File: config.mk
export PLATFORM = sky130hd
export DESIGN_NAME = status_indicator
export DESIGN_NICKNAME = d
export VERILOG_FILES = /design/src/verilog/status_indicator.v /design/src/verilog/second_timer.v
export VERILOG_INCLUDE_DIRS = /design/src /design/src/verilog
export SDC_FILE = /design/constraint.sdc
export NUM_CORES = 1
export LEC_CHECK = 0
export ABC_AREA = 0
export BUFFER_PORTS_ARGS = -buffer_cell sky130_fd_sc_hd__buf_4
export CORE_MARGIN = 1.5
export CORE_UTILIZATION = 45
export CTS_CLUSTER_SIZE = 28
export DETAILED_ROUTE_END_ITERATION = 10
export SKIP_LAST_GASP = 1
export SLEW_MARGIN = 20
export SYNTH_ARGS = -nofsm -noshare
export SYNTH_HDL_FRONTEND = slang
export SYNTH_HIERARCHICAL = 1
export SYNTH_SLANG_ARGS = --single-unit
File: constraint.sdc
create_clock -name clk -period 8.4 [get_ports clk]
set_input_delay 1.68 -clock clk [delete_from_list [all_inputs] [get_ports clk]]
set_output_delay 1.68 -clock clk [all_outputs]
set_load 0.03 [all_outputs]
File: src/verilog/indicator_map.vh
// constants for the safety sensor status indicator: timing counts and flash codes
// assumes a 10 MHz system clock; blink half periods are in clock cycles
`ifndef INDICATOR_MAP_VH
`define INDICATOR_MAP_VH
`define CLK_HZ              10000000
// 1 Hz and 5 Hz blink half periods
`define HALF_1HZ_CYC        (`CLK_HZ / 2)
`define HALF_5HZ_CYC        (`CLK_HZ / 10)
// 1 Hz and 5 Hz alternate every this many 1 Hz half periods
`define ALT_HALVES          4
// flash code: pulse on, gap off, pause between groups (in 5 Hz half periods)
`define CODE_ON_TICKS       4'h2
`define CODE_GAP_TICKS      4'h2
`define CODE_PAUSE_TICKS    4'hA
// long times in seconds
`define WARN_TIMEOUT_S      1800
`define PROTECT_PAUSE_S     600
// flash code numbers
`define CODE_OUT_A          3'h1
`define CODE_OUT_B          3'h2
`define CODE_CROSS          3'h3
`define CODE_TEMP           3'h4
`define CODE_ACTUATOR       3'h5
`define CODE_DISCREPANCY    3'h6
`endif

File: src/verilog/status_indicator.v
// status indication and diagnostic output logic of a contactless safety sensor
// assumes sensor conditions arrive as pins from outside the clock domain
`timescale 1ns/100ps
`include "indicator_map.vh"

// What this block does
// - steady green when both safety inputs live
// - green flashes 1Hz when safety input missing
// - yellow on or flashing with actuator in range, off in error, warning and pause
// - marginal zone: yellow 1Hz, diagnostic pulsed, outputs on
// - red LED active on any error
// - red pulse count encodes error cause
// - teach or internal fault: steady red
// - internal error clears after guard open-close
// - warning: diagnostic low, safety outputs stay on
// - warning clears when cause disappears
// - warning for 30 minutes: outputs off, red flashes
// - no actuator: green only, all outputs low
// - released: yellow only, all outputs high
// - awaiting feedback: green, yellow 1Hz, diagnostic high
// - marginal plus feedback open: yellow alternates 1/5Hz
// - ten minute pause after reteach, green flashing
// - input missing, no actuator: green flashing only
// - input missing, actuator: green flash, yellow, diagnostic
// - error: green off, outputs low, red code
module status_indicator #(
   parameter HALF_1HZ   = `HALF_1HZ_CYC,     // cycles per 1 Hz half period
   parameter HALF_5HZ   = `HALF_5HZ_CYC,     // cycles per 5 Hz half period
   parameter SEC_CYC    = `CLK_HZ,           // cycles per second
   parameter WARN_SEC   = `WARN_TIMEOUT_S,   // warning to shutdown, seconds
   parameter PROTECT_SEC = `PROTECT_PAUSE_S  // protection pause, seconds
) (
   input  wire       clk,
   input  wire       rst,
   input  wire       safety_input_a,             // safety input a live
   input  wire       safety_input_b,             // safety input b live
   input  wire       actuator_present,           // actuator in sensing range
   input  wire       actuator_marginal,          // actuator in marginal zone
   input  wire       feedback_loop,              // feedback loop closed
   input  wire       feedback_falling_edge_mode, // 1: release on falling edge
   input  wire       teach_mode,                 // teach-in running
   input  wire       reteach_done,               // new actuator was taught
   input  wire       internal_fault,             // internal fault present
   input  wire [2:0] error_code,                 // 1..6 error cause, 0 none
   input  wire       warn_temp,                  // overtemperature warning
   input  wire       warn_ext_potential,         // output at external potential
   input  wire       warn_cross,                 // cross circuit warning
   output reg        led_green,
   output reg        led_red,
   output reg        led_yellow,
   output reg        diag_out,                   // diagnostic output, 1 = 24 V
   output reg        safety_output_a,            // 1 = enabled, 24 V
   output reg        safety_output_b
);
   localparam NUM_IN = 15;                       // synchronised input bits
   localparam [31:0] WARN_SPAN = WARN_SEC;
   localparam [31:0] PROT_SPAN = PROTECT_SEC;

   // state codes
   localparam [2:0] ST_IDLE     = 3'h0;          // no actuator
   localparam [2:0] ST_WAIT_FB  = 3'h1;          // actuator, waiting for feedback
   localparam [2:0] ST_RELEASED = 3'h2;          // outputs released
   localparam [2:0] ST_ERROR    = 3'h3;          // latched error
   localparam [2:0] ST_PROTECT  = 3'h4;          // pause after reteach
   localparam [2:0] ST_TEACH    = 3'h5;          // teach mode

   // ---------------- input synchroniser ----------------
   wire [NUM_IN-1:0] raw_in = {safety_input_a, safety_input_b, actuator_present, actuator_marginal,
                               feedback_loop, feedback_falling_edge_mode, teach_mode, reteach_done,
                               internal_fault, error_code, warn_temp, warn_ext_potential, warn_cross};
   reg  [NUM_IN-1:0] sync_a;                     // first stage, read only by sync_b
   reg  [NUM_IN-1:0] sync_b;                     // second stage

   // two flip-flops per bit, one generate loop
   genvar gi;
   generate
      for (gi = 0; gi < NUM_IN; gi = gi + 1) begin : g_sync
         always @(posedge clk or posedge rst) begin
            if (rst) begin
               sync_a[gi] <= 1'b0;
               sync_b[gi] <= 1'b0;
            end else begin
               sync_a[gi] <= raw_in[gi];
               sync_b[gi] <= sync_a[gi];
            end
         end
      end
   endgenerate

   wire       in_a      = sync_b[14];
   wire       in_b      = sync_b[13];
   wire       act       = sync_b[12];
   wire       marg      = sync_b[11];
   wire       fb        = sync_b[10];
   wire       fb_edge   = sync_b[9];
   wire       teach     = sync_b[8];
   wire       reteach   = sync_b[7];
   wire       int_fault = sync_b[6];
   wire [2:0] code      = sync_b[5:3];
   wire       warn_now  = |sync_b[2:0];          // any warning cause
   wire       inputs_ok = in_a & in_b;
   reg  [2:0] code_d;                            // code one cycle back; its bits may settle apart
   wire       err_now   = int_fault | ((code != 3'h0) && (code == code_d));   // only a settled code counts

   // ---------------- blink and second enables ----------------
   reg [31:0] cnt_1hz;                           // 1 Hz half period counter
   reg [31:0] cnt_5hz;                           // 5 Hz half period counter
   reg [31:0] cnt_sec;                           // one second counter
   reg        blink_1hz;                         // 1 Hz square wave
   reg        blink_5hz;                         // 5 Hz square wave
   reg        tick_5hz;                          // enable every 5 Hz half period
   reg        sec_tick;                          // enable once per second
   reg [2:0]  alt_cnt;                           // 1 Hz halves since rate swap
   reg        alt_fast;                          // alternating rate: 1 = 5 Hz

   // dividers producing one-cycle enables and square waves
   always @(posedge clk or posedge rst) begin
      if (rst) begin
         cnt_1hz   <= 32'h0000_0000;
         cnt_5hz   <= 32'h0000_0000;
         cnt_sec   <= 32'h0000_0000;
         blink_1hz <= 1'b0;
         blink_5hz <= 1'b0;
         tick_5hz  <= 1'b0;
         sec_tick  <= 1'b0;
         alt_cnt   <= 3'h0;
         alt_fast  <= 1'b0;
      end else begin
         tick_5hz <= 1'b0;
         sec_tick <= 1'b0;
         // 1 Hz wave also steps the rate alternation
         if (cnt_1hz >= HALF_1HZ - 1) begin
            cnt_1hz   <= 32'h0000_0000;
            blink_1hz <= ~blink_1hz;
            if (alt_cnt >= `ALT_HALVES - 1) begin
               alt_cnt  <= 3'h0;
               alt_fast <= ~alt_fast;
            end else begin
               alt_cnt <= alt_cnt + 3'h1;
            end
         end else begin
            cnt_1hz <= cnt_1hz + 32'h0000_0001;
         end
         // 5 Hz wave and tick for the flash code
         if (cnt_5hz >= HALF_5HZ - 1) begin
            cnt_5hz   <= 32'h0000_0000;
            blink_5hz <= ~blink_5hz;
            tick_5hz  <= 1'b1;
         end else begin
            cnt_5hz <= cnt_5hz + 32'h0000_0001;
         end
         // one second enable for the long timers
         if (cnt_sec >= SEC_CYC - 1) begin
            cnt_sec  <= 32'h0000_0000;
            sec_tick <= 1'b1;
         end else begin
            cnt_sec <= cnt_sec + 32'h0000_0001;
         end
      end
   end

   // ---------------- state machine ----------------
   reg  [2:0] state;                             // operating state
   reg  [2:0] next_state;
   reg  [2:0] err_code;                          // latched flash code, 0 = steady red
   reg        err_cleared;                       // cause gone, waiting for open-close
   reg        guard_opened;                      // guard opened since cause gone
   reg        act_d;                             // actuator delayed for edges
   reg        fb_d;                              // feedback delayed for edges
   reg        warn_active;                       // error warning in effect
   wire       warn_expired;                      // warning lasted the full span
   wire       prot_expired;
   wire       fb_fall   = fb_d & ~fb;
   wire       guard_cyc = guard_opened & act & ~act_d;   // closed again after opening
   wire       release_ok = fb_edge ? fb_fall : fb; // feedback release condition

   // next state decisions
   always @* begin
      next_state = state;
      case (state)
         ST_IDLE: begin
            if (act && inputs_ok)
               next_state = ST_WAIT_FB;
         end
         ST_WAIT_FB: begin
            if (!act || !inputs_ok)
               next_state = ST_IDLE;
            else if (release_ok)
               next_state = ST_RELEASED;
         end
         ST_RELEASED: begin
            if (!act || !inputs_ok)
               next_state = ST_IDLE;               // opening disables at once
         end
         ST_ERROR: begin
            if (err_cleared && guard_cyc)
               next_state = ST_IDLE;
         end
         ST_PROTECT: begin
            if (prot_expired && act)
               next_state = ST_IDLE;
         end
         ST_TEACH: begin
            if (!teach)
               next_state = ST_IDLE;
         end
         default: next_state = ST_IDLE;
      endcase
      // overriding conditions, teach first, then reteach, then errors
      if (teach)
         next_state = ST_TEACH;
      else if (reteach)
         next_state = ST_PROTECT;
      else if (state != ST_PROTECT && state != ST_ERROR && (err_now || warn_expired))
         next_state = ST_ERROR;
   end

   // state register and error latch
   always @(posedge clk or posedge rst) begin
      if (rst) begin
         state        <= ST_IDLE;
         err_code     <= 3'h0;
         err_cleared  <= 1'b0;
         guard_opened <= 1'b0;
         act_d        <= 1'b0;
         fb_d         <= 1'b0;
         code_d       <= 3'h0;
      end else begin
         state <= next_state;
         act_d <= act;
         fb_d  <= fb;
         code_d <= code;
         if (next_state == ST_ERROR && state != ST_ERROR) begin
            // a new error; the warning timeout shows as the temperature code
            err_code     <= int_fault ? 3'h0 : (code != 3'h0 ? code : `CODE_TEMP);
            err_cleared  <= 1'b0;
            guard_opened <= 1'b0;
         end else if (state == ST_ERROR) begin
            err_cleared <= ~err_now;               // cause returns, start over
            if (err_now)
               guard_opened <= 1'b0;
            else if (!act)
               guard_opened <= 1'b1;
         end
      end
   end

   // ---------------- error warning and timers ----------------
   wire       warn_cond = warn_now & (state == ST_RELEASED);   // a warning counts only while released

   // warning follows its cause directly while the outputs are released
   always @(posedge clk or posedge rst) begin
      if (rst)
         warn_active <= 1'b0;
      else
         warn_active <= warn_cond;
   end

   // 30 minute warning timeout; abandoned when the warning clears
   second_timer #(.WIDTH(12)) u_warn_timer (
      .clk      (clk),
      .rst      (rst),
      .load     (warn_cond & ~warn_active),
      .clear    (~warn_active),
      .span     (WARN_SPAN[11:0]),
      .sec_tick (sec_tick),
      .running  (),
      .expired  (warn_expired)
   );

   // 10 minute protection pause, restarted by each reteach
   second_timer #(.WIDTH(12)) u_prot_timer (
      .clk      (clk),
      .rst      (rst),
      .load     (reteach),
      .clear    (1'b0),
      .span     (PROT_SPAN[11:0]),
      .sec_tick (sec_tick),
      .running  (),
      .expired  (prot_expired)
   );

   // ---------------- red flash code sequencer ----------------
   reg [2:0] pulse_num;                          // pulses shown in this group
   reg [3:0] phase_cnt;                          // ticks left in the phase
   reg [1:0] phase;                              // 0 on, 1 gap, 2 pause
   reg       code_led;                           // red flash pattern
   wire [2:0] show_code = (state == ST_ERROR) ? err_code : 3'h0;

   // groups of pulses on the 5 Hz tick, then a long pause
   always @(posedge clk or posedge rst) begin
      if (rst) begin
         pulse_num <= 3'h0;
         phase_cnt <= 4'h0;
         phase     <= 2'h2;
         code_led  <= 1'b0;
      end else if (show_code == 3'h0) begin
         pulse_num <= 3'h0;
         phase_cnt <= 4'h0;
         phase     <= 2'h2;
         code_led  <= 1'b0;
      end else if (tick_5hz) begin
         if (phase_cnt != 4'h0) begin
            phase_cnt <= phase_cnt - 4'h1;
         end else begin
            case (phase)
               2'h0: begin                         // pulse ended
                  code_led  <= 1'b0;
                  pulse_num <= pulse_num + 3'h1;
                  if (pulse_num + 3'h1 >= show_code) begin
                     phase     <= 2'h2;
                     phase_cnt <= `CODE_PAUSE_TICKS - 4'h1;
                  end else begin
                     phase     <= 2'h1;
                     phase_cnt <= `CODE_GAP_TICKS - 4'h1;
                  end
               end
               2'h1, 2'h2: begin                   // start a pulse
                  if (phase == 2'h2)
                     pulse_num <= 3'h0;            // new group
                  code_led  <= 1'b1;
                  phase     <= 2'h0;
                  phase_cnt <= `CODE_ON_TICKS - 4'h1;
               end
               default: phase <= 2'h2;
            endcase
         end
      end
   end

   // ---------------- outputs ----------------
   reg next_green, next_red, next_yellow, next_diag, next_safe;

   // indication and output levels per state
   always @* begin
      next_green  = inputs_ok ? 1'b1 : blink_1hz;
      next_red    = 1'b0;
      next_yellow = act;
      next_diag   = 1'b0;
      next_safe   = 1'b0;
      case (state)
         ST_IDLE: begin
            next_diag = act;
         end
         ST_WAIT_FB: begin
            next_green = 1'b1;
            next_diag  = marg ? blink_1hz : 1'b1;
            next_yellow = marg ? (alt_fast ? blink_5hz : blink_1hz) : blink_1hz;
         end
         ST_RELEASED: begin
            next_green = 1'b0;
            next_safe  = 1'b1;
            next_diag  = warn_active ? 1'b0 : (marg ? blink_1hz : 1'b1);
            next_yellow = warn_active ? 1'b0 : (marg ? blink_1hz : 1'b1);
            next_red   = warn_active ? blink_1hz : 1'b0;
         end
         ST_ERROR: begin
            next_green  = 1'b0;
            next_yellow = 1'b0;
            next_red    = (err_code == 3'h0) ? 1'b1 : code_led;
         end
         ST_PROTECT: begin
            next_green  = blink_1hz;
            next_yellow = 1'b0;
         end
         ST_TEACH: begin
            next_green  = 1'b0;
            next_red    = 1'b1;
            next_yellow = blink_1hz;
         end
         default: begin
            next_yellow = 1'b0;
         end
      endcase
   end

   // registered output pins
   always @(posedge clk or posedge rst) begin
      if (rst) begin
         led_green       <= 1'b0;
         led_red         <= 1'b0;
         led_yellow      <= 1'b0;
         diag_out        <= 1'b0;
         safety_output_a <= 1'b0;
         safety_output_b <= 1'b0;
      end else begin
         led_green       <= next_green;
         led_red         <= next_red;
         led_yellow      <= next_yellow;
         diag_out        <= next_diag;
         safety_output_a <= next_safe;
         safety_output_b <= next_safe;
      end
   end
endmodule // status_indicator

File: src/verilog/second_timer.v
// seconds down-counter: loads a span, counts down on a one-second enable
// assumes sec_tick is a one-cycle pulse on clk
`timescale 1ns/100ps
module second_timer #(
   parameter WIDTH = 12                 // width of the seconds count
) (
   input  wire             clk,
   input  wire             rst,
   input  wire             load,        // start or restart with span
   input  wire             clear,       // abandon the timing
   input  wire [WIDTH-1:0] span,        // seconds to run
   input  wire             sec_tick,    // one-second enable
   output reg              running,     // timing in progress
   output reg              expired      // span elapsed, holds until load or clear
);
   reg [WIDTH-1:0] remain;              // seconds left

   // load wins over clear; the count steps on each second tick
   always @(posedge clk or posedge rst) begin
      if (rst) begin
         remain  <= {WIDTH{1'b0}};
         running <= 1'b0;
         expired <= 1'b0;
      end else if (load) begin
         remain  <= span;
         running <= 1'b1;
         expired <= 1'b0;
      end else if (clear) begin
         running <= 1'b0;
         expired <= 1'b0;
      end else if (running && sec_tick) begin
         // expire on the tick after the count is spent, so a partial first second never cuts the span short
         if (remain == {WIDTH{1'b0}}) begin
            running <= 1'b0;
            expired <= 1'b1;
         end else begin
            remain <= remain - {{(WIDTH-1){1'b0}}, 1'b1};
         end
      end
   end
endmodule // second_timer

# After elaboration in Yosys (flattened, before gate mapping)
# Index checks and enable logic that the tools add are counted.
dict set report word_totals {
  ff_bits 191
  inputBits 17
  output_inout_bits 6
  wordCells 227
}
dict set report classes {
  add_sub_neg 8
  n_lt_le_gt_ge 5
  n_eq_ne 18
  n_mux 78
  bitwise 14
  n_reduce_logical 42
}
# operator count
set ops {}
lappend ops {{adder 32 x 1 -> 32 bit (second input constant)} 3}
lappend ops {{2-to-1 mux 32 bit} 3}
lappend ops {{2-to-1 mux 12 bit} 7}
lappend ops {{2-to-1 mux 3 bit} 17}
lappend ops {{2-to-1 mux 1 bit} 34}
lappend ops {{>= comparator 32 x 20 -> 1 bit (second input constant)} 1}
lappend ops {{>= comparator 32 x 23 -> 1 bit (second input constant)} 1}
lappend ops {{>= comparator 32 x 24 -> 1 bit (second input constant)} 1}
lappend ops {{logical NOT 12 bit} 2}
lappend ops {{subtractor 12 x 1 -> 12 bit (second input constant)} 2}
lappend ops {{2-to-1 mux 4 bit} 4}
lappend ops {{one-hot mux 3 bit (5 select lines)} 1}
lappend ops {{AND reduction 2 bit} 7}
lappend ops {{nonzero test 2 bit} 6}
lappend ops {{== test 3 x 2 -> 1 bit (second input constant)} 3}
lappend ops {{logical AND 1 bit} 9}
lappend ops {{logical NOT 3 bit} 3}
lappend ops {{!= test 3 x 1 -> 1 bit (second input constant)} 3}
lappend ops {{one-hot mux 1 bit (3 select lines)} 3}
lappend ops {{2-to-1 mux 2 bit} 4}
lappend ops {{one-hot mux 4 bit (2 select lines)} 1}
lappend ops {{nonzero test 4 bit} 2}
lappend ops {{inverter 1 bit} 7}
lappend ops {{adder 3 x 1 -> 3 bit (second input constant)} 2}
lappend ops {{26 further kinds} 39}

# Depth between registers and ports, before layout
dict set report logic_depth {
  depth_word 13
  depth_mapped 9
}

# By module
# Netlist, hierarchy kept.
# module instances cells_each area_per_inst_um2
set by_module_without_submodules {}
lappend by_module_without_submodules {status_indicator 1 609 6857.8}
lappend by_module_without_submodules {second_timer 2 94 843.3}

# Least setup slack after synthesis
# OpenSTA, ideal clock, no wires.
dict set report synth_timing {
  kind {reg-to-output}
  start {register safety_output_b}
  end {output port safety_output_b}
  arrival_time_ns 0.703
  slack_ns 6.017
  path_stages_with_launch 2
  cell_sequence {dfrtp_1 > buf_4}
}
# element line
set synth_lines {}
lappend synth_lines {{from (decl)} status_indicator.v:53} ;# output reg safety_output_b
lappend synth_lines {{from (signal assigned)} status_indicator.v:392} ;# safety_output_b <= next_safe;
# No word-level cell between the ends.

==> results.txt <==
number of clock sinks - 191
postcts setup bufs - 0
drt initial violations - 403
worst setup path startpoint - rst
diode count - 0
share of post-route cells with drive strength above 1 - 9.47%
leading area contributor after synthesis - dfrtp_1
Compound-Gate Fraction of Synth Area - 9.45%
Yosys top cell area share - 55.6%
fin crit share - 32.5%
crit path cell chain - buf_4 -> inv_6 -> buf_4
hold bufs inserted after CTS - 0
CP Capture Type - asynchronous set/reset pin
Hold Startpoint - sync_a[10]$_DFF_PP0_
hold crit path type - reg2reg
CTS clk-pin slew, worst paths - 70 ps
vias in the first global route - 5,805
final net count - 910
Max Transition Viols Final - 0
Root Buffer Master - clkbuf_16
Buf+Inv Stages, Crit Path - 3
P&R area growth vs syn - 13.6%
min Tclk post-route - 2730 ps
Post-DP HPWL - 11,200 um
critical path type - in2async
#FFs+latches synth - 191
Synth Area in Adders - 2.64%
initial antenna violation count - 0
simple-gate share of the synthesized area - 20.1%
DRT Pass-1 Iters - 5
mux cell area share after synthesis - 2.01%
main combinational cell family by area after synthesis - simple AND/OR/NAND/NOR gates
H-tree depth - 4
power density cells - 202 mW/mm2
post-place setup slack - 5090 ps
crit path DAT - 3200 ps
RSZ-0062 raised after global routing - no
full die area - 0.0198 mm2
I/O pin count - 23
CTS tree - done
FF-to-FF Start - state[0]$_DFF_PP0_
cell area after synthesis - 0.00854 mm2
Worst path slowest cell - buf_4
leakage power - 4.11 nW
# resized after CTS - 0
relative slew slack - 35.8%
final setup fails - 0
floorplan row count - 50
Initial Util - 45.8%
TNS Setup - 0 ps
area occupied by multi-input gates - 0.00373 mm2
Routed WL - 16,400 um
die span in y - 141 um
IO Port Bufs - 22
Crit path top cell by count - buf_4
Yosys cell types - 75
maxcap violations - 0
DRC Markers - 0
fmax - 0.367 GHz
Top Family by Delay on Critical Path - buffers and inverters
Seq. cell area - 0.00478 mm2
total power - 0.00196 W
status - finished clean
worst-margin pin slew - 964 ps
clock latency on the worst-skew pair - 430 ps
first-pass GRT wire length - 27,800 um
min setup slack post-route - 5670 ps
fillers - 1,646
Num CTS Buffers - 17
Die W - 141 um
Post-Synth XOR/XNOR Area - 6.97%
CP Max Fanout - 105
Gate Count Post-Synth - 797
CP max stage delay - 720 ps
wire per inst - 14.6 um
Core Area - 0.0186 mm2
RD Place Congestion - 0.808
top area cells in the synthesized netlist - dfrtp_1, nor2_1, xnor2_1
DRT antenna net count - 0
Yosys Warn Count - 6
via count - 5,853
total congestion overflow - 0
worst ir drop on vdd - 0.130 mV
Post-synth EDFFs - 0
clock buffer depth - 2
Synth Flop Type - dfrtp_1
largest net degree at the start of global routing - 106
clock skew - 9.51 ps
CP Launch Type - primary input
ys async rst share - 100%
Tot GR Track Use - 17.5%
Syn Area/Cell - 10.7 um2
register area share after synthesis - 56.0%
Hold Vio Cnt, Final - 0
Worst EP required - 8880 ps
vias per std cell - 5.22
state kept, by name, indices dropped and copies added (netlist names), 2 cells and up:
name	flops
alt_cnt	3
cnt_1hz	32
cnt_5hz	32
cnt_sec	32
code	3
code_d	3
err_code	3
phase	2
phase_cnt	4
pulse_num	3
state	3
sync_a	15
sync_b	3
u_prot_timer/remain	12
u_warn_timer/remain	12
cell usage in the layout, fill, tap and decap left out, drive strengths merged, types with 3 or more instances in the layout:
cell type	netlist	final
nand2	47	47
nor2	112	112
o31ai	5	5
o211ai	3	3
mux2	8	8
buf	7	24
o41ai	5	5
and4	3	3
nor3b	11	11
or4	7	7
nand2b	9	9
nor2b	7	7
or3	11	11
a211o	4	4
xnor2	38	38
o21ai	24	24
ha	18	18
xor2	30	30
nand4	14	14
nor4	23	23
a21oi	24	24
mux2i	7	7
clkbuf	13	17
nand3	27	27
clkinv	0	4
and3	13	13
or2	8	8
and2	5	5
inv	35	44
a31oi	16	16
dfrtp	190	190
conb	2	57
a2bb2oi	3	3
nor3	25	25
a22oi	3	3
metal layers:
layer	track usage, %	up-vias	wire length [um]
met4	4.71	0	157
met1	23.8	2863	7800
met5	0	-	0
li1	-	2896	-
met2	28.3	83	7890
met3	4.08	11	519
final cells by class:
cell class / instances / area share, %
Sequential cell: 191 / 49.2
Multi-Input combinational cell: 606 / 38.4
Clock buffer: 17 / 4.38
Tap cell: 234 / 3.02
Timing Repair Buffer: 24 / 1.86
Clock inverter: 14 / 1.69
Inverter: 35 / 1.40
cells in the mapped netlist, drive strengths merged, types with 7 or more instances:
cell type / number
nor3: 25
inv: 35
o21ai: 24
nand4: 14
nand3: 27
ha: 18
mux2: 8
or2: 8
buf: 7
xnor2: 38
nand2: 47
or4: 7
a31oi: 16
nor4: 23
dfrtp: 190
nand2b: 9
clkbuf: 13
and3: 13
or3: 11
a21oi: 24
nor2b: 7
xor2: 30
nor3b: 11
nor2: 112
mux2i: 7
report_power, final:
group	internal, W	switching, W
Combinational	0.0000691	0.0000797
Sequential	0.000968	0.0000432
Clock	0.000425	0.000378
Total	0.00146	0.000501
per-stage QoR:
stage	util, %	cells	hold slack (ps)	instance area, um2
final	52.1	1121	353	9710
after CTS	52.1	1121	360	9710
after global routing	52.1	1121	374	9710
after global placement	48.9	1090	338	9120
after floorplan	-	852	331	8750
after detailed placement	48.9	1090	335	9120
path summary, 6_finish.rpt:
check	cells after the start	slack, ps	to
max	3	5670	state[0]$_DFF_PP0_
min	0	350	fb$_DFF_PP0_
max in group clk	1	5720	safety_output_a
min reg2reg	0	350	fb$_DFF_PP0_
max reg2reg	8	5800	u_warn_timer/remain[6]$_DFFE_PP0P_
min in group asynchronous	2	1340	u_warn_timer/remain[4]$_DFFE_PP0P_
logic make-up (layout without fill, tap and decap cells):
| group | after synthesis | count (layout) |
|---|---|---|
| AND/OR/NAND/NOR | 333 | 333 |
| AO/OA/AOI/OAI | 115 | 115 |
| other | 2 | 57 |
| flip-flops | 191 | 191 |
| adder cells (fa/ha/maj) | 18 | 18 |
| buffers and inverters | 55 | 90 |
| XOR/XNOR | 68 | 68 |
| multiplexers | 15 | 15 |
Power figures use the tool's default switching activity.
